--- src/include/hpp_pkg.sv ---
// shared constants and types of the handshaked parallel port
package hpp_pkg;

  // port geometry
  localparam int unsigned NUM_PORTS  = 4;          // 8-bit ports on the connector
  localparam int unsigned PORT_BITS  = 8;          // lines per port
  localparam int unsigned DATA_BITS  = 32;         // widest logical port
  localparam int unsigned NUM_SETS   = 2;          // handshake line sets
  localparam int unsigned STB_PORTS  = 3;          // ports present in strobe style

  // clock rate
  localparam int unsigned CLK_PERIOD_PS = 8000;    // 125 MHz system clock

  // acknowledge pulse back to the instrument, least width
  localparam int unsigned ACK_PULSE_NS  = 40;
  localparam int unsigned ACK_PULSE_CYC =
    (ACK_PULSE_NS * 1000 + CLK_PERIOD_PS - 1) / CLK_PERIOD_PS;

  // half period of the burst peripheral clock, least
  localparam int unsigned PCLK_HALF_NS  = 16;
  localparam int unsigned PCLK_HALF_CYC =
    (PCLK_HALF_NS * 1000 + CLK_PERIOD_PS - 1) / CLK_PERIOD_PS;

  // counter width for both timers
  localparam int unsigned CNT_BITS = 8;

  // idle levels after reset
  localparam logic [1:0] RST_ACK      = 2'h0;      // acknowledge inactive
  localparam logic [1:0] RST_PCLK     = 2'h0;      // peripheral clock parked low
  localparam logic [1:0] RST_IN_FULL  = 2'h0;      // input-full low
  localparam logic [1:0] RST_OUT_FULL = 2'h3;      // output-full (active low) high
  localparam logic [1:0] RST_SYNC_HI  = 2'h3;      // active-low pins idle high

  // handshake styles
  typedef enum logic {
    HPP_STYLE_REQACK,
    HPP_STYLE_STROBE
  } hpp_style_t;

  // transfer sequencer states
  typedef enum logic [2:0] {
    HPP_IDLE,
    HPP_IN_WAIT,
    HPP_IN_PUSH,
    HPP_IN_ACK,
    HPP_BURST,
    HPP_OUT_LOAD,
    HPP_OUT_SHOW,
    HPP_OUT_DONE
  } hpp_state_t;

endpackage

--- src/include/hpp_stream_if.sv ---
`timescale 1ns/1ps
// one word stream with valid and ready
interface hpp_stream_if #(
  parameter int unsigned DW = 32
);
  logic          valid;  // word offered
  logic          ready;  // word can be taken
  logic [DW-1:0] data;   // the word

  modport src (output valid, output data, input ready);
  modport snk (input valid, input data, output ready);
endinterface

--- src/rtl/hpp_skid_buf.sv ---
`timescale 1ns/1ps
// two-entry buffer, both handshakes registered
module hpp_skid_buf #(
  parameter int unsigned DW = 32
) (
  // clock and reset
  input  wire logic   clk_i,
  input  wire logic   rst_n_i,
  input  wire logic   ce_i,
  // filling side
  hpp_stream_if.snk   up,
  // draining side
  hpp_stream_if.src   dn
);

  // whole state of the buffer
  typedef struct packed {
    logic [DW-1:0] head;    // oldest word
    logic [DW-1:0] tail;    // second word
    logic [1:0]    fill;    // words held
    logic          in_rdy;  // room for a word
    logic          out_vld; // a word is held
  } hpp_buf_st_t;

  hpp_buf_st_t st_reg;      // registered state
  hpp_buf_st_t st_next;     // next state

  // offered handshakes straight from flops
  assign up.ready = st_reg.in_rdy;
  assign dn.valid = st_reg.out_vld;
  assign dn.data  = st_reg.head;

  // fill and drain, a pop and a push may share a cycle
  always_comb begin
    logic       push;
    logic       pop;
    logic [1:0] left;
    push    = up.valid & st_reg.in_rdy;
    pop     = st_reg.out_vld & dn.ready;
    st_next = st_reg;
    left    = st_reg.fill;
    if (pop) begin
      st_next.head = st_reg.tail;
      left         = st_reg.fill - 2'h1;
    end
    if (push) begin
      if (left == 2'h0) begin
        st_next.head = up.data;
      end else begin
        st_next.tail = up.data;
      end
      left = left + 2'h1;
    end
    st_next.fill    = left;
    st_next.in_rdy  = (left != 2'h2);
    st_next.out_vld = (left != 2'h0);
  end

  // state register, frozen while ce_i is low
  always_ff @(posedge clk_i or negedge rst_n_i) begin
    if (!rst_n_i) begin
      st_reg <= '{head: '0, tail: '0, fill: 2'h0, in_rdy: 1'b1, out_vld: 1'b0};
    end else if (ce_i) begin
      st_reg <= st_next;
    end
  end

endmodule // hpp_skid_buf

--- src/rtl/hpp_port.sv ---
`timescale 1ns/1ps
// Notes on behaviour
// RULE1: instrument pulses ready when pattern waits
// RULE2: ready pulse captures one 8-32 bit pattern
// RULE3: pulse back after pattern taken
// RULE4: one read per ready pulse, repeating
// RULE5: request input shows instrument ready
// RULE6: acknowledge output shows device ready
// RULE7: burst mode adds peripheral clock line
// RULE8: strobe/input-full in, output-full/acknowledge out
// RULE9: strobe low latches port inputs
// RULE10: input-full rises once data latched
// RULE11: output-full low while data presented
// RULE12: instrument answers low acknowledge pulse
// RULE13: group with port 0/1 uses set one
// RULE14: ports 2/3 only use set two
// RULE15: set chosen by ports, not group number
// RULE16: strobe style uses last-listed port lines
// RULE17: shared strobe, only last input-full used
// RULE18: output uses last-listed port handshake only
// RULE19: logical port 8, 16, 24, 32 bits
// RULE20: strobe style: three ports, third handshake; code masks data to ports 0 and 1 only
// RULE21: exactly one word per handshake pulse
// RULE22: idle handshake levels until configured
module hpp_port (
  // clock, reset, freeze
  input  wire logic                         clk_i,
  input  wire logic                         rst_n_i,
  input  wire logic                         ce_i,
  // configuration, hold stable while enabled
  input  wire logic                         cfg_enable_i,
  input  wire hpp_pkg::hpp_style_t          cfg_style_i,
  input  wire logic                         cfg_dir_out_i,
  input  wire logic                         cfg_burst_i,
  input  wire logic [3:0]                   cfg_ports_i,
  input  wire logic                         cfg_last_port_i,
  input  wire logic [1:0]                   cfg_width_i,
  // captured words toward the host
  output logic [hpp_pkg::DATA_BITS-1:0]     rx_data_o,
  output logic                              rx_valid_o,
  input  wire logic                         rx_ready_i,
  // words from the host to send
  input  wire logic [hpp_pkg::DATA_BITS-1:0] tx_data_i,
  input  wire logic                         tx_valid_i,
  output logic                              tx_ready_o,
  // port data pins
  input  wire logic [hpp_pkg::DATA_BITS-1:0] port_data_i,
  output logic [hpp_pkg::DATA_BITS-1:0]     port_data_o,
  output logic [hpp_pkg::NUM_PORTS-1:0]     port_data_oe_o,
  // request/acknowledge style pins, one per line set
  input  wire logic [1:0]                   req_i,
  output logic [1:0]                        ack_o,
  output logic [1:0]                        pclk_o,
  // strobe style pins, one per handshaking port
  input  wire logic [1:0]                   input_latch_strobe_n_i,
  output logic [1:0]                        input_full_flag_o,
  output logic [1:0]                        output_full_flag_n_o,
  input  wire logic [1:0]                   out_ack_n_i
);

  localparam int unsigned DW = hpp_pkg::DATA_BITS;                  // word width
  localparam int unsigned CW = hpp_pkg::CNT_BITS;                   // timer width
  localparam logic [CW-1:0] ACK_LAST  = CW'(hpp_pkg::ACK_PULSE_CYC - 1);
  localparam logic [CW-1:0] PCLK_LAST = CW'(hpp_pkg::PCLK_HALF_CYC - 1);

  // whole state of the port
  typedef struct packed {
    logic [1:0]          req_s1;    // request synchroniser, first stage
    logic [1:0]          req_s2;    // request synchroniser, second stage
    logic [1:0]          req_d;     // request, previous sample
    logic [1:0]          stb_s1;    // strobe synchroniser, first stage
    logic [1:0]          stb_s2;    // strobe synchroniser, second stage
    logic [1:0]          stb_d;     // strobe, previous sample
    logic [1:0]          oak_s1;    // output acknowledge, first stage
    logic [1:0]          oak_s2;    // output acknowledge, second stage
    logic [1:0]          oak_d;     // output acknowledge, previous sample
    logic [DW-1:0]       din_s1;    // data pins, first stage
    logic [DW-1:0]       din_s2;    // data pins, second stage
    hpp_pkg::hpp_state_t state;     // sequencer
    logic [DW-1:0]       word;      // latched pattern
    logic [DW-1:0]       dout;      // driven pattern
    logic [3:0]          doe;       // per-port drive enables
    logic [1:0]          ack;       // acknowledge lines
    logic [1:0]          pclk;      // peripheral clock lines
    logic [1:0]          input_full_flag;       // input-full lines
    logic [1:0]          obf_n;     // output-full lines, active low
    logic [CW-1:0]       cnt;       // pulse and clock timer
    logic                push;      // word offered to receive buffer
    logic                pop_rdy;   // ready to take a word to send
  } hpp_st_t;

  hpp_st_t st_reg;                  // registered state
  hpp_st_t st_next;                 // next state

  // buffers on both data paths
  hpp_stream_if #(.DW(DW)) cap_if ();   // sequencer to receive buffer
  hpp_stream_if #(.DW(DW)) rx_if  ();   // receive buffer to host
  hpp_stream_if #(.DW(DW)) tx_if  ();   // host to send buffer
  hpp_stream_if #(.DW(DW)) snd_if ();   // send buffer to sequencer

  // derived selections
  logic          sel;                   // active handshake line set
  logic [3:0]    byte_en;               // lanes that carry data
  logic [DW-1:0] lane_mask;             // byte_en spread to bits
  logic [1:0]    req_rise;              // request rising edges
  logic [1:0]    stb_low;               // strobe held low
  logic [1:0]    stb_rise;              // strobe released
  logic [1:0]    oak_fall;              // output acknowledge falling edges
  logic          strobe_style;          // strobe style selected

  assign strobe_style = (cfg_style_i == hpp_pkg::HPP_STYLE_STROBE);

  // line set choice depends on the ports, or on cfg_last_port_i in strobe style
  always_comb begin
    if (strobe_style) begin
      sel = cfg_last_port_i;                               // RULE16 RULE18
    end else if (cfg_ports_i[1:0] != 2'h0) begin
      sel = 1'b0;                                          // RULE13 RULE15
    end else begin
      sel = 1'b1;                                          // RULE14
    end
  end

  // logical port width and group lanes
  always_comb begin
    logic [3:0] width_en;
    width_en = 4'hF;
    case (cfg_width_i)
      2'h0:    width_en = 4'h1;                            // RULE19
      2'h1:    width_en = 4'h3;
      2'h2:    width_en = 4'h7;
      default: width_en = 4'hF;
    endcase
    byte_en = width_en & cfg_ports_i;
    if (strobe_style) begin
      byte_en = byte_en & 4'h3;                            // RULE20
    end
  end

  // byte enables to bit mask, one lane per port
  genvar g;
  generate
    for (g = 0; g < hpp_pkg::NUM_PORTS; g++) begin : g_lane
      assign lane_mask[g*hpp_pkg::PORT_BITS +: hpp_pkg::PORT_BITS] =
        {hpp_pkg::PORT_BITS{byte_en[g]}};
    end
  endgenerate

  // edges seen only on second synchroniser stage and later
  assign req_rise = st_reg.req_s2 & ~st_reg.req_d;         // RULE5
  assign stb_low  = ~st_reg.stb_s2;
  assign stb_rise = st_reg.stb_s2 & ~st_reg.stb_d;
  assign oak_fall = ~st_reg.oak_s2 & st_reg.oak_d;         // RULE12

  // buffer hookup
  assign cap_if.valid = st_reg.push;
  assign cap_if.data  = st_reg.word;
  assign snd_if.ready = st_reg.pop_rdy;
  assign rx_if.ready  = rx_ready_i;
  assign tx_if.valid  = tx_valid_i;
  assign tx_if.data   = tx_data_i;

  // receive path buffer
  hpp_skid_buf #(.DW(DW)) u_rx_buf (
    .clk_i   (clk_i),
    .rst_n_i (rst_n_i),
    .ce_i    (ce_i),
    .up      (cap_if.snk),
    .dn      (rx_if.src)
  );

  // send path buffer
  hpp_skid_buf #(.DW(DW)) u_tx_buf (
    .clk_i   (clk_i),
    .rst_n_i (rst_n_i),
    .ce_i    (ce_i),
    .up      (tx_if.snk),
    .dn      (snd_if.src)
  );

  // sequencer and pin synchronisers
  always_comb begin
    st_next = st_reg;
    // two-stage synchronisers, then one history stage
    st_next.req_s1 = req_i;
    st_next.req_s2 = st_reg.req_s1;
    st_next.req_d  = st_reg.req_s2;
    st_next.stb_s1 = input_latch_strobe_n_i;
    st_next.stb_s2 = st_reg.stb_s1;
    st_next.stb_d  = st_reg.stb_s2;
    st_next.oak_s1 = out_ack_n_i;
    st_next.oak_s2 = st_reg.oak_s1;
    st_next.oak_d  = st_reg.oak_s2;
    st_next.din_s1 = port_data_i;
    st_next.din_s2 = st_reg.din_s1;

    case (st_reg.state)
      // parked, all handshake lines idle
      hpp_pkg::HPP_IDLE: begin
        st_next.ack     = hpp_pkg::RST_ACK;                // RULE22
        st_next.pclk    = hpp_pkg::RST_PCLK;
        st_next.input_full_flag     = hpp_pkg::RST_IN_FULL;
        st_next.obf_n   = hpp_pkg::RST_OUT_FULL;
        st_next.doe     = 4'h0;
        st_next.cnt     = '0;
        if (cfg_enable_i) begin
          if (cfg_dir_out_i) begin
            st_next.state   = hpp_pkg::HPP_OUT_LOAD;
            st_next.pop_rdy = 1'b1;
          end else if (!strobe_style && cfg_burst_i) begin
            st_next.state = hpp_pkg::HPP_BURST;            // RULE7
          end else begin
            st_next.state = hpp_pkg::HPP_IN_WAIT;
          end
        end
      end

      // waiting for the instrument's ready pulse
      hpp_pkg::HPP_IN_WAIT: begin
        if (!cfg_enable_i) begin
          st_next.state = hpp_pkg::HPP_IDLE;
        end else if (strobe_style) begin
          if (stb_low[sel]) begin
            st_next.word     = st_reg.din_s2 & lane_mask;  // RULE9 RULE8
            st_next.input_full_flag[sel] = 1'b1;                       // RULE10 RULE17
          end else if (stb_rise[sel] && st_reg.input_full_flag[sel]) begin
            st_next.push  = 1'b1;                          // RULE21
            st_next.state = hpp_pkg::HPP_IN_PUSH;
          end
        end else if (req_rise[sel]) begin
          st_next.word  = st_reg.din_s2 & lane_mask;       // RULE2 RULE1
          st_next.push  = 1'b1;                            // RULE21
          st_next.state = hpp_pkg::HPP_IN_PUSH;
        end
      end

      // word offered to the receive buffer, stalls while full
      hpp_pkg::HPP_IN_PUSH: begin
        if (st_reg.push && cap_if.ready) begin
          st_next.push = 1'b0;
          if (strobe_style) begin
            st_next.input_full_flag[sel] = 1'b0;                       // input-full cleared
            st_next.state    = hpp_pkg::HPP_IN_WAIT;       // RULE4
          end else begin
            st_next.ack[sel] = 1'b1;                       // RULE3 RULE6
            st_next.cnt      = ACK_LAST;
            st_next.state    = hpp_pkg::HPP_IN_ACK;
          end
        end
      end

      // acknowledge pulse of fixed width
      hpp_pkg::HPP_IN_ACK: begin
        if (st_reg.cnt != '0) begin
          st_next.cnt = st_reg.cnt - CW'(1);
        end else begin
          st_next.ack[sel] = 1'b0;                         // RULE3
          st_next.state    = hpp_pkg::HPP_IN_WAIT;         // RULE4
        end
      end

      // burst: one word per peripheral clock rise
      hpp_pkg::HPP_BURST: begin
        if (st_reg.push && cap_if.ready) begin
          st_next.push = 1'b0;
        end
        // ready while room and nothing pending
        st_next.ack[sel] = cfg_enable_i & cap_if.ready & ~st_next.push;  // RULE6
        if (!cfg_enable_i) begin
          st_next.pclk  = hpp_pkg::RST_PCLK;
          st_next.ack   = hpp_pkg::RST_ACK;
          st_next.state = hpp_pkg::HPP_IDLE;
        end else if (st_reg.cnt != '0) begin
          st_next.cnt = st_reg.cnt - CW'(1);
        end else begin
          st_next.cnt       = PCLK_LAST;
          st_next.pclk[sel] = ~st_reg.pclk[sel];           // RULE7
          if (!st_reg.pclk[sel] && st_reg.req_s2[sel] && st_reg.ack[sel]) begin
            st_next.word = st_reg.din_s2 & lane_mask;      // RULE2 RULE21
            st_next.push = 1'b1;
          end
        end
      end

      // fetch the next word to send
      hpp_pkg::HPP_OUT_LOAD: begin
        if (!cfg_enable_i) begin
          st_next.pop_rdy = 1'b0;
          st_next.state   = hpp_pkg::HPP_IDLE;
        end else if (st_reg.pop_rdy && snd_if.valid) begin
          st_next.pop_rdy = 1'b0;
          st_next.dout    = snd_if.data & lane_mask;       // RULE19
          st_next.doe     = byte_en;
          st_next.state   = hpp_pkg::HPP_OUT_SHOW;
          if (strobe_style) begin
            st_next.obf_n[sel] = 1'b0;                     // RULE11 RULE8 RULE18
          end else begin
            st_next.ack[sel] = 1'b1;                       // RULE6
          end
        end
      end

      // data presented until the instrument answers
      hpp_pkg::HPP_OUT_SHOW: begin
        if (strobe_style && oak_fall[sel]) begin
          st_next.obf_n[sel] = 1'b1;                       // RULE12 RULE21
          st_next.state      = hpp_pkg::HPP_OUT_DONE;
        end else if (!strobe_style && req_rise[sel]) begin
          st_next.ack[sel] = 1'b0;                         // RULE5 RULE21
          st_next.state    = hpp_pkg::HPP_OUT_DONE;
        end else if (!cfg_enable_i) begin
          st_next.state = hpp_pkg::HPP_IDLE;
        end
      end

      // word sent, go for the next one
      hpp_pkg::HPP_OUT_DONE: begin
        if (cfg_enable_i) begin
          st_next.pop_rdy = 1'b1;                          // RULE4
          st_next.state   = hpp_pkg::HPP_OUT_LOAD;
        end else begin
          st_next.state = hpp_pkg::HPP_IDLE;
        end
      end

      default: begin
        st_next.state = hpp_pkg::HPP_IDLE;
      end
    endcase
  end

  // state register, frozen while ce_i is low
  always_ff @(posedge clk_i or negedge rst_n_i) begin
    if (!rst_n_i) begin
      st_reg <= '{
        req_s1:  2'h0,
        req_s2:  2'h0,
        req_d:   2'h0,
        stb_s1:  hpp_pkg::RST_SYNC_HI,
        stb_s2:  hpp_pkg::RST_SYNC_HI,
        stb_d:   hpp_pkg::RST_SYNC_HI,
        oak_s1:  hpp_pkg::RST_SYNC_HI,
        oak_s2:  hpp_pkg::RST_SYNC_HI,
        oak_d:   hpp_pkg::RST_SYNC_HI,
        din_s1:  '0,
        din_s2:  '0,
        state:   hpp_pkg::HPP_IDLE,
        word:    '0,
        dout:    '0,
        doe:     4'h0,
        ack:     hpp_pkg::RST_ACK,                         // RULE22
        pclk:    hpp_pkg::RST_PCLK,
        input_full_flag:     hpp_pkg::RST_IN_FULL,
        obf_n:   hpp_pkg::RST_OUT_FULL,
        cnt:     '0,
        push:    1'b0,
        pop_rdy: 1'b0
      };
    end else if (ce_i) begin
      st_reg <= st_next;
    end
  end

  // outputs straight from flops
  assign port_data_o          = st_reg.dout;
  assign port_data_oe_o       = st_reg.doe;
  assign ack_o                = st_reg.ack;
  assign pclk_o               = st_reg.pclk;
  assign input_full_flag_o    = st_reg.input_full_flag;
  assign output_full_flag_n_o = st_reg.obf_n;
  assign rx_data_o            = rx_if.data;
  assign rx_valid_o           = rx_if.valid;
  assign tx_ready_o           = tx_if.ready;

endmodule // hpp_port

--- config.mk ---
export PLATFORM = sky130hd
export DESIGN_NAME = hpp_port
export DESIGN_NICKNAME = d
export VERILOG_FILES = /design/src/include/hpp_pkg.sv /design/src/include/hpp_stream_if.sv /design/src/rtl/hpp_skid_buf.sv /design/src/rtl/hpp_port.sv
export SDC_FILE = /design/constraint.sdc
export NUM_CORES = 1
export LEC_CHECK = 0
export ABC_CLOCK_PERIOD_IN_PS = 4600
export CAP_MARGIN = 20
export CORE_MARGIN = 3
export CORE_UTILIZATION = 42
export CTS_BUF_LIST = sky130_fd_sc_hd__clkbuf_8
export CTS_CLUSTER_DIAMETER = 200
export DETAILED_ROUTE_END_ITERATION = 8
export DONT_BUFFER_PORTS = 1
export GPL_ROUTABILITY_DRIVEN = 0
export HOLD_SLACK_MARGIN = 0.08
export PLACE_DENSITY = 0.56
export SETUP_SLACK_MARGIN = 0.3
export SLEW_MARGIN = 20
export SYNTH_ARGS = -nofsm -noshare
export SYNTH_HDL_FRONTEND = slang
export SYNTH_SLANG_ARGS = --single-unit
--- constraint.sdc ---
create_clock -name clk_i -period 4.6 [get_ports clk_i]
set_input_delay 0.69 -clock clk_i [delete_from_list [all_inputs] [get_ports clk_i]]
set_output_delay 0.69 -clock clk_i [all_outputs]
set_load 0.01 [all_outputs]
# [Word level (Yosys, flattened, before mapping)]
# Cells that the tools add are included.
[totals] reg_bits=307 in_bits=86 output_inout_bits=78 elab_cells=253
[classes] addsub=5 n_lt_le_gt_ge=2 eq_ne=40 mux=106 n_bitwise=27 n_reduce_logical=41
[op_table] cell="2-to-1 mux 32 bit" count=11
[op_table] cell="2-to-1 mux 64 bit" count=2
[op_table] cell="2-to-1 mux 35 bit" count=2
[op_table] cell="AND 32 bit" count=2
[op_table] cell="case mux 32 bit (2 select lines)" count=1
[op_table] cell="2-to-1 mux 2 bit" count=22
[op_table] cell="!= test 2 bit, second input constant" count=22
[op_table] cell="2-to-1 mux 3 bit" count=14
[op_table] cell="2-to-1 mux 1 bit" count=33
[op_table] cell="case mux 8 bit (4 select lines)" count=1
[op_table] cell="2-to-1 mux 8 bit" count=3
[op_table] cell="case mux 3 bit (8 select lines)" count=1
[op_table] cell="AND reduction 8 bit" count=3
[op_table] cell="2-to-1 mux 9 bit" count=2
[op_table] cell="!= test 3 bit, second input constant" count=6
[op_table] cell="AND reduction 6 bit" count=3
[op_table] cell="AND reduction 7 bit" count=2
[op_table] cell="AND 2 bit" count=6
[op_table] cell="== test 3 bit, second input constant" count=4
[op_table] cell="2-to-1 mux 6 bit" count=2
[op_table] cell="!= test 4 bit, second input constant" count=3
[op_table] cell="case mux 2 bit (3 select lines)" count=2
[op_table] cell="case mux 2 bit (6 select lines)" count=1
[op_table] cell="case mux 4 bit (3 select lines)" count=1
[op_table] cell="31 further kinds" count=72

# [Longest topological paths before layout]
# Gate-level depths: netlist of run 1.
[logic_depth] ltp_word=13 ltp_mapped=9

# [Cells and area by module]
# A second synthesis of run 1 with hierarchy kept.
[unflattened] cells_unflattened=1284 hier_area_um2=14355.0
[by_module_without_submodules] module="hpp_port" n_inst=1 cells_per_inst=742 area_per_inst_um2=7981.4
[by_module_without_submodules] module="hpp_skid_buf" n_inst=2 cells_per_inst=271 area_per_inst_um2=3186.8

# [Least setup slack after synthesis of run 1]
# OpenSTA, ideal clock, no wires.
[synth_timing] path_kind="input port to flip-flop" startpoint="in cfg_ports_i[0]" endpoint="reg st_reg (netlist bit cap_if.data[29])" arrival_ns=2.333 required_ns=4.464 path_slack_ns=2.131 path_stages=9 n_path_buf=3 path_cell_list="buf_6 or3_1 buf_2 and4_4 a311oi_4 o2111ai_4 buf_6 nand2_1 o21ai_1"
[synth_between] elab_chain_cells=10 elab_cells_between_ends=20 cone_classes="eq/ne (3); mux (12); reduce/logical (5)"
[synth_rtl] item="start: declaration" line="hpp_port.sv:35" source="input wire logic [3:0] cfg_ports_i,"
[synth_rtl] item="nonzero test 2 bit (*)" line="hpp_port.sv:117" source="end else if (cfg_ports_i[1:0] != 2'h0) begin"
[synth_rtl] item="2-to-1 mux 1 bit (*)" line="hpp_port.sv:117"
[synth_rtl] item="2-to-1 mux 1 bit (*)" line="hpp_port.sv:115" source="if (strobe_style) begin"
[synth_rtl] item="2-to-1 mux 1 bit (implied by the code) (2 in a row)" line="hpp_port.sv:278" source="if (!st_reg.pclk[sel] && st_reg.req_s2[sel] && st_reg.ack[sel]) begin"
[synth_rtl] item="logical NOT 1 bit" line="hpp_port.sv:278"
[synth_rtl] item="logical AND 1 bit (2 in a row)" line="hpp_port.sv:278"
[synth_rtl] item="!= test 2 bit (no line)"
[synth_rtl] item="AND reduction 8 bit (no line) (*)"
[synth_rtl] item="end signal: assignment" line="hpp_port.sv:335" source="st_reg <= '{"
[synth_rtl] item="end signal: assignment" line="hpp_port.sv:360" source="st_reg <= st_next;"
[synth_rtl] item="end: declaration" line="hpp_port.sv:92" source="hpp_st_t st_reg;"
# Every way passes the cells marked *; elsewhere a longest branch is shown, timed or not. The select of a mux whose other input is x is not followed.
# A chain may end at the register's enable or synchronous reset.

# [Worst setup path in the final report of run 1]
[layout_timing] startpoint="reg u_rx_buf.st_reg (netlist bit u_rx_buf.dn.valid)" endpoint="reg u_rx_buf.st_reg (netlist bit u_rx_buf.dn.data[1])"
[layout_between] elab_chain_cells=5 elab_cells_between_ends=6 cone_classes="mux (4); bitwise (1); reduce/logical (1)"
[layout_rtl] item="start: declaration" line="hpp_skid_buf.sv:25" source="hpp_buf_st_t st_reg;"
[layout_rtl] item="start signal: assignment" line="hpp_skid_buf.sv:62" source="st_reg <= '{head: '0, tail: '0, fill: 2'h0, in_rdy: 1'b1, out_vld: 1'b0};"
[layout_rtl] item="start signal: assignment" line="hpp_skid_buf.sv:64" source="st_reg <= st_next;"
[layout_rtl] item="AND 1 bit (*)" line="hpp_skid_buf.sv:39" source="pop = st_reg.out_vld & dn.ready;"
[layout_rtl] item="2-to-1 mux 2 bit" line="hpp_skid_buf.sv:42" source="if (pop) begin"
[layout_rtl] item="logical NOT 2 bit" line="hpp_skid_buf.sv:47" source="if (left == 2'h0) begin"
[layout_rtl] item="2-to-1 mux 32 bit" line="hpp_skid_buf.sv:47"
[layout_rtl] item="2-to-1 mux 64 bit (*)" line="hpp_skid_buf.sv:46" source="if (push) begin"
# Every way passes the cells marked *; elsewhere a longest branch is shown, timed or not.

==> metrics.txt, run 1 <==
R2R cell count 8; Antenna Violating Nets Remaining 0; placement row count 65; setup_tns 0 ns; Largest register FFs 49; crit-path max FO 32; clock latency at the later pin of the worst-skew pair ~0.58 ns; commonest cells after routing, fill and taps aside 291 x dfrtp_1, 161 x nand2_1, 116 x mux2_2, 87 x nor2_1, 86 x a21oi_1; Reg2Reg Capture Point u_rx_buf.dn.data[1]; DRC errors left 0; RSZ-0062 raised after global routing false; Clock Path Buffers 3; leakage approximately 0.0064 uW; Vias/cell 5.33; most common cell after layout, fill and taps aside dfrtp_1; Slew @ Worst Pin around 1 ns; Max Cap Viol 0; number of H-tree levels 2; Initial Utilization between 40% and 50%; syn_nets between 1000 and 1500; PnR worst setup slack between 1.5 and 2 ns; Worst R2R Setup Slack 1.63 ns; post-layout util between 40% and 50%; initial antenna violation count 3; worst rel slew slack between 30% and 40%; Final HPWL DP about 18000 um; crit path time final 2.97 ns; Seq/Total Area, Yosys between 50% and 60%; Post-synth EDFFs 0; Setup WS pre-CTS about 1.4 ns; FFs w/ async S/R, synth 100%; Peak VDD IR approximately 0.36 mV; status finished, violations left; vias in the first global route approximately 9000; Max Fclk about 340 MHz; DIE AREA about 35000 um2; Data required, critical path just over 5 ns; Yosys cell types 71; I/O Buffers 0; Yosys reg bits about 300; layout cells sized above 1 between 20% and 30%; fin crit share approximately 65%; Hold Path Class in -> async; io pins roughly 160; core area about 32000 um2; final setup fails 0; endpoint class of the critical path register; Num CTS Buffers 53; DR WL/cell 18.3 um; startpoint types register; mapped cell area ~14000 um2; first-pass GRT wire length 49700 um; failing checks hold timing; WP data arrival about 3.5 ns; WL final about 30000 um; Setup CP Type reg -> reg; Die Width 187 um; CTS root buffer clkbuf_8; Iter 0 DRT Violations about 520; gr ovfl total 0; max-slew violation count 0; Ys Warns 0; Final #Nets 1260; Clock transition at path regs 0.05 ns; Most used DFF post-synth dfrtp_1; FILL cells roughly 3000; Final Hold Viols between 200 and 300; largest net degree at the start of global routing a little over 300; CTS tree built; Synth Instances 1262; Post-CTS Setup Repair Bufs 0; Area growth syn-to-layout 5.56%; diode count 0; GRT Total Usage 17.2%; Mapped Avg Cell Area 10.9 um2; 1st-pass router iterations 5; hold slack -0.171 ns; detailed-route via count between 8000 and 9000; Clock Sinks just over 300; Pwr Density around 650 nW/um2; DIE HEIGHT between 150 and 200 um; Final Skew between 0.01 and 0.015 ns; RR Startpoint u_rx_buf.dn.valid
## kinds of logic after synthesis
logic type	synth area share [%]
and+or+nand+nor	11.1
adders and majority gates	0.435
buffers and inverters	7.24
muxes	12.1
DFF	55.8
xor gates and xnor gates	0.635
AOI/OAI and AO/OA	12.7
## critical path, stage by stage, from the launching register on
cell and delay [ns]:
dfrtp_1 0.47, nand2_1 0.24, nor2_1 0.08, xnor2_1 0.34, ha_1 0.25, nand3_2 0.37
a21oi_4 0.88, nor2_1 0.10, a21oi_1 0.16
## per-stage QoR
step                      cell area [um2]  cells  total power [uW]
after floorplan                     13800   1262              6870
after global placement              13500   1549              7110
after detailed placement            13500   1549              7200
after CTS                           14500   1643              9660
after global routing                14600   1644             10300
final                               14600   1644              9530
## layer usage
layer	track usage, %	vias to the layer above	wire, um
li1	-	4179	-
met2	26.3	232	13300
met5	0	-	54
met3	6.63	65	2540
met4	5.64	6	787
met1	22.7	4281	13400
## worst max path at each step
| stage | cells past startpoint | start | endpoint | slack [ns] |
|---|---|---|---|---|
| 2_1_floorplan | 9 | cfg_ports_i[0] | cap_if.data[29] | 2.13 |
| 3_3_place_gp | 7 | cfg_ports_i[1] | cap_if.data[12] | 1.48 |
| 3_5_place_dp | 8 | rx_ready_i | u_rx_buf.dn.data[1] | 1.41 |
| 4_1_cts | 9 | st_reg[2] | cap_if.data[3] | 1.43 |
| 5_1_grt | 8 | u_rx_buf.dn.valid | u_rx_buf.dn.data[12] | 1.31 |
| 6_report | 8 | u_rx_buf.dn.valid | u_rx_buf.dn.data[1] | 1.63 |
## area by class of cell
cell class | instances | area [um2] | share of cell area [%]
Inverter | 14 | 52.6 | 0.361
Tap cell | 435 | 544 | 3.74
Sequential cell | 307 | 7700 | 52.9
Clock buffer | 67 | 922 | 6.33
Multi-Input combinational cell | 782 | 5120 | 35.2
Timing Repair Buffer | 12 | 110 | 0.756
Clock inverter | 27 | 110 | 0.756
## cells in the mapped netlist (3+ instances only)
cell	instances	area [um2]
nor2_1	87	327
inv_1	11	41.3
nand3_1	46	230
buf_6	7	78.8
o211ai_1	4	30.0
nor3_1	8	40.0
o21ai_0	20	100
nor2b_1	7	43.8
or4_1	4	30.0
o31ai_1	6	45.0
a21o_1	4	30.0
dfrtp_1	291	7280
a21oi_1	88	440
buf_2	6	30.0
buf_4	77	578
o21ai_1	18	90.1
clkbuf_1	58	218
nand2_1	161	604
o22ai_1	67	419
xor2_1	4	35.0
xnor2_1	6	52.6
or3_1	6	37.5
mux2_1	32	360
nand2b_1	10	62.6
ha_1	4	50.1
a31oi_1	4	25.0
o21ai_2	28	245
mux2_2	116	1310
and2_1	3	18.8
buf_1	11	41.3
dfstp_2	16	420
## power breakdown
part	switching [uW]	internal [uW]	total (uW)
logic	1500	1220	2710
clock network	1070	1300	2370
registers	807	3640	4450
## what timing repair did
action / CTS / global route
setup endpoints to repair: 0 / 0
hold endpoints to repair: 307 / 307
resized for setup: 0 / 0
(Power assumes the default switching activity.)
==> run 2: changes to the inputs <==
--- a/config.mk
+++ b/config.mk
@@ -5,7 +5,7 @@
 export SDC_FILE = /design/constraint.sdc
 export NUM_CORES = 1
 export LEC_CHECK = 0
-export ABC_CLOCK_PERIOD_IN_PS = 4600
+export ABC_CLOCK_PERIOD_IN_PS = 2750
 export CAP_MARGIN = 20
 export CORE_MARGIN = 3
 export CORE_UTILIZATION = 42
==> constraint.sdc (replaced) <==
create_clock -name clk_i -period 2.75 [get_ports clk_i]
set_input_delay 0.4125 -clock clk_i [delete_from_list [all_inputs] [get_ports clk_i]]
set_output_delay 0.4125 -clock clk_i [all_outputs]
set_load 0.01 [all_outputs]
==> run 2 against run 1 <==
Effect of this change:
- the run still ends with hold timing left
- non-clock buffer count up 148
- clock power increased by 81%
- power up 79%
- combinational power increased by 96%
- first-iteration DRC count increased by 6.3%
- sequential share of layout area decreased by 5.4 points
- register-to-register slack worse by 1.2 ns
- design area rose by 11%
- die area unchanged
- worst hold slack worse by 0.31 ns
- critical endpoint is now cap_if.data[2]
- largest power group unchanged
==> metrics.txt, run 2 (same netlist as run 1, synthesis figures left out) <==
status finished, violations left; failing checks hold timing; DIE HEIGHT ~190 um; Pwr Density around 1000 nW/um2; Final Hold Viols roughly 300; endpoint class of the critical path register; met3 usage roughly 5.8%; Final #Nets approximately 1400; grt peak-use layer met2; initial antenna violation count 4; non-filler cells in the finished layout between 1500 and 2000; Num CTS Buffers 55; worst rel slew slack a little over a third; hold slack -0.480 ns; DR WL/cell 19.0 um; largest net degree at the start of global routing roughly 310; Peak VDD IR between 0.5 and 0.6 mV; critical path, cell by cell inv_2 -> ha_1 -> or4b_4 -> nor4_4 -> o32a_1 -> o2111ai_4 -> buf_12 -> buf_12 -> nand2_1 -> o21ai_2; Vias/cell 5.34; I/O Buffers 0; CTS Hold Bufs between 100 and 150; GR Layer Usage met1 roughly 25%; RSZ-0062 raised after global routing true; Die Width 187 um; GRT Total Usage a little under a fifth; Max Cap Viol 0; Cells after DPL 1566; placement row count between 60 and 70; Clock Sinks ~310; final cell area excluding filler cells between 15000 and 20000 um2; slowest CP cell or4b_4; Data required, critical path 3.24 ns; Iter 0 DRT Violations around 560; multi-input logic area ~5200 um2; crit path time final ~2.4 ns; 1st-pass router iterations 5; startpoint types register; DRC errors left 0; leakage ~0.007 uW; most common cell after layout, fill and taps aside dfrtp_1; crit-path max FO 16; DIE AREA 35100 um2; commonest cells after routing, fill and taps aside 290 x dfrtp_1, 160 x nand2_1, 122 x dlygate4sd3_1, 116 x mux2_2, 87 x nor2_1; Max Fclk 423 MHz; Placement Cell Area roughly 14000 um2; Slew @ Worst Pin around 0.97 ns; CP peak stage delay around 0.49 ns; Final HPWL DP 18800 um; diode count 0; Largest register FFs 49; Setup CP Type reg -> reg; CTS root buffer clkbuf_8; Seq. cell area ~7700 um2; number of H-tree levels 2; CTS tree built; fin crit share between 80 and 90%; Clock Path Buffers 3; FILL cells around 2900; clock latency at the later pin of the worst-skew pair between 0.6 and 0.7 ns; vias in the first global route 10100; Area growth syn-to-layout 17.5%; WL final around 34000 um; Top cell by count, worst path buf_12; io pins ~160; Initial Utilization 43.2%; first-pass GRT wire length approximately 54000 um; WP data arrival between 2 and 3 ns; max-slew violation count 0; core area 32000 um2; setup_tns 0 ns; gr ovfl total 0; Antenna Violating Nets Remaining 0; final setup fails 0; Hold Path Class in -> async; Final Skew between 0.02 and 0.03 ns; M2 GR Usage a little under a third; Clock transition at path regs around 0.060 ns; detailed-route via count 9614; layout cells sized above 1 a little over a fifth
==> run 2: changes by cell type in the layout (fill, tap and decap cells not counted), sizes merged <==
cell	change
buf	+24
clkinv	-1
clkinvlp	+1
inv	+6
bufinv	+3
dlygate4sd3	+122
==> run 2: what timing repair did <==
item                                    CTS  global route
endpoints found under the setup margin   38           102
buffers inserted                          0             4
hold endpoints to repair                514           307
resized for setup                         3            15
cloned                                    0             5
==> run 2: path summary, 6_finish.rpt <==
check / end / depth (start not counted) / slack, ns / startpoint
worst max-delay path: cap_if.data[2] / 10 / 0.39 / st_reg[3]
worst min-delay path: cap_if.data[3] / 0 / -0.48 / rst_n_i
min in group clk_i: input_full_flag_o[1] / 2 / 0.13 / ce_i
worst max register to register: cap_if.data[2] / 10 / 0.39 / st_reg[3]
worst min register to register: u_tx_buf.st_reg[27] / 1 / 0.49 / u_tx_buf.st_reg[27]
max in group asynchronous: pclk_o[0] / 0 / 2.52 / rst_n_i
==> run 2: cell type report <==
type / count / share of cell area (%)
clock buffers: 65 / 5.52
multi-input cells: 782 / 31.9
flip-flops and latches: 307 / 47.5
well taps: 435 / 3.36
repair buffers: 160 / 10.0
clock inverters: 36 / 1.39
inverters: 14 / 0.324
==> run 2: power breakdown <==
part | total (uW) | switching (uW) | internal, uW
Combinational | 5310 | 2800 | 2510
Clock | 4290 | 1870 | 2420
Sequential | 7430 | 1330 | 6100
==> run 2: critical path, delay by kind of cell (launching register included) <==
kind / cells / cell delay, ns
DFF: 1 / 0.40
AOI/OAI and AO/OA: 3 / 0.46
buffers and inverters: 3 / 0.42
adders and majority gates: 1 / 0.12
and+or+nand+nor: 3 / 0.83
==> run 2: through the flow <==
stage / hold slack, ns / worst slack, ns / power (uW) / utilization [%]
floorplan: 0.117 / 0.501 / 11500 / -
global placement: 0.137 / 0.236 / 12100 / 42.7
detailed placement: 0.127 / 0.224 / 12200 / 42.7
CTS: -0.548 / 0.285 / 17000 / 50.2
global route: -0.532 / 0.280 / 18200 / 50.7
finish: -0.480 / 0.388 / 17000 / 50.7
==> run 2: layer usage <==
layer  wire length (um)  part of all wire, %
met4                692                  2.0
met3               2440                  7.1
met2              15700                   46
met5                 35                 0.10
met1              15300                   45
==> run 3: changes to the inputs <==
--- a/config.mk
+++ b/config.mk
@@ -20,4 +20,5 @@
 export SLEW_MARGIN = 20
 export SYNTH_ARGS = -nofsm -noshare
 export SYNTH_HDL_FRONTEND = slang
+export SYNTH_HIERARCHICAL = 1
 export SYNTH_SLANG_ARGS = --single-unit
==> run 3 against run 2 <==
Effect of this change:
- the flow still finishes with violations (hold timing)
- combinational power up 7.3%
- register-to-register slack better by 0.04 ns
- power up 2.9%
- largest power group unchanged
==> metrics.txt, run 3 <==
status finished, violations left; failing checks hold timing; Total Power approximately 18000 uW; Final Hold Viols roughly 300; commonest cells after routing, fill and taps aside 291 x dfrtp_1, 125 x dlygate4sd3_1, 120 x nand2_1, 91 x nor2_1, 86 x mux2_2; Placement Cell Area between 10000 and 15000 um2; Clock Sinks ~310; Area growth syn-to-layout 14.0%; worst rel slew slack a little under two fifths; top cells by area, synth dfrtp_1 51%, mux2_2 6.7%, mux2_4 6.3%; setup_tns 0 ns; crit-path max FO 6; Clock Path Buffers 3; largest net degree at the start of global routing 308; Iter 0 DRT Violations ~380; Hold Path Class in -> async; initial antenna violation count 0; top-area cell type share of the netlist area around half; Worst R2R Setup Slack ~0.43 ns; Clock transition at path regs 0.06 ns; Initial Utilization a little over two fifths; Max Cap Viol 0; max-slew violation count 0; endpoint class of the critical path register; Yosys reg bits 307; layout cells sized above 1 between 20% and 30%; Setup CP Type reg -> reg; core area about 34000 um2; Final #Nets 1396; Data required, critical path between 3 and 4 ns; number of H-tree levels 2; WP data arrival approximately 2.8 ns; most common cell after layout, fill and taps aside dfrtp_1; CTS tree built; Seq/Total Area, Yosys a little over half; Yosys cell types 69; Antenna Violating Nets Remaining 0; Final HPWL DP 19300 um; final setup fails 0; GRT Total Usage between 10% and 20%; Vias/cell approximately 5.1; FFs w/ async S/R, synth 100%; 1st-pass router iterations 4; mapped cell area 14400 um2; Ys Warns 6; Post-synth top cells 291 x dfrtp_1, 122 x nand2_1, 110 x buf_4; Num CTS Buffers 53; top-count cell post-synth dfrtp_1; WL final approximately 33000 um; Slew @ Worst Pin 0.939 ns; DR WL/cell 18.5 um; I/O Buffers 0; RR Startpoint snd_if.ready; placement row count 67; crit path time final roughly 2.3 ns; clock latency at the later pin of the worst-skew pair ~0.63 ns; final cell area excluding filler cells ~16000 um2; Max Fclk ~430 MHz; Mapped Avg Cell Area 11.2 um2; detailed-route via count about 9200; Most used DFF post-synth dfrtp_1; io pins roughly 160; Pwr Density 1070 nW/um2; syn_nets about 1400; CP Launch Point snd_if.ready; gr ovfl total 0; post-layout util between 40% and 50%; FILL cells about 3100; Peak VDD IR 0.561 mV; CTS Hold Bufs approximately 130; hold slack -0.487 ns; fin crit share between 80% and 90%; Final Skew 0.0327 ns; DIE HEIGHT roughly 190 um; Die Width approximately 190 um; RSZ-0062 raised after global routing true; leakage approximately 0.0074 uW; Largest register FFs 49; largest area contributor in the netlist dfrtp_1; DIE AREA around 36000 um2; first-pass GRT wire length 54200 um; CTS root buffer clkbuf_8; Post-synth EDFFs 0; startpoint types register; Synth Instances 1284; Post-CTS Setup Repair Bufs 0; DRC errors left 0; vias in the first global route roughly 10000
[run 3: changes by cell type after synthesis, sizes merged, moves of 5 or more]
cell | previous run | this run
nand3 | 46 | 9
nand2 | 161 | 122
nor2 | 87 | 93
mux2i | 0 | 33
inv | 13 | 45
buf | 101 | 152
clkbuf | 58 | 33
nor3 | 9 | 15
nand4 | 0 | 9
a21oi | 89 | 84
[run 3: path summary, 6_finish.rpt]
check	depth (start not counted)	endpoint
max	7	u_tx_buf/dn.valid
min reg2reg	1	st_reg[117]
max reg2reg	7	u_tx_buf/dn.valid
min	0	cap_if.data[9]
max in group asynchronous	0	st_next[153]
min in group clk_i	4	st_reg[4]
[run 3: layer usage]
layer / GRT usage [%] / vias up / share of wire, %
met5: 0 / - / 0
met4: 6.29 / 0 / 2.2
met3: 5.09 / 53 / 6.4
met2: 29.7 / 208 / 46
met1: 24.5 / 4529 / 45
li1: - / 4403 / -
[run 3: kinds of logic after synthesis]
logic type	share of synthesized area [%]
flip-flops	53.7
multiplexers	15.3
AND/OR/NAND/NOR	9.85
adder cells (fa/ha/maj)	0.349
buffers and inverters	9.61
XOR/XNOR	0.732
AO/OA/AOI/OAI	10.5
[run 3: per-stage QoR]
step                      setup slack, ns  instances
after detailed placement            0.461       1573
after global placement              0.492       1573
after floorplan                     0.740       1284
after global routing                0.283       1796
final                               0.428       1797
after CTS                           0.352       1796
[run 3: cell type report]
cell class,count,area (um2),share of cell area [%]
Sequential cell,307,7700,47.1
Antenna cell,1,2.50,0.0153
Clock inverter,29,156,0.956
Timing Repair Buffer,152,1520,9.31
Clock buffer,68,936,5.72
Multi-Input combinational cell,747,5310,32.5
Tap cell,448,561,3.43
Inverter,45,169,1.03
[run 3: critical path, stage by stage (launching register included)]
cell and delay (ns):
dfrtp_1 0.45, nand2_2 0.15, nor2_2 0.16, xnor2_1 0.15, ha_1 0.29, nor4b_1 0.34, a311oi_1 0.09, dlygate4sd3_1 0.58
[run 3: repair_timing]
action | CTS | global route
hold endpoints to repair | 518 | 307
setup endpoints to repair | 0 | 43
resized for setup | 0 | 7
[run 3: where the power goes]
group | leakage [uW] | internal, uW | switching, uW
Sequential | 0.00371 | 6170 | 1440
Clock | 0.000637 | 2310 | 1880
Combinational | 0.00300 | 2960 | 2740
Total | 0.00736 | 11400 | 6070
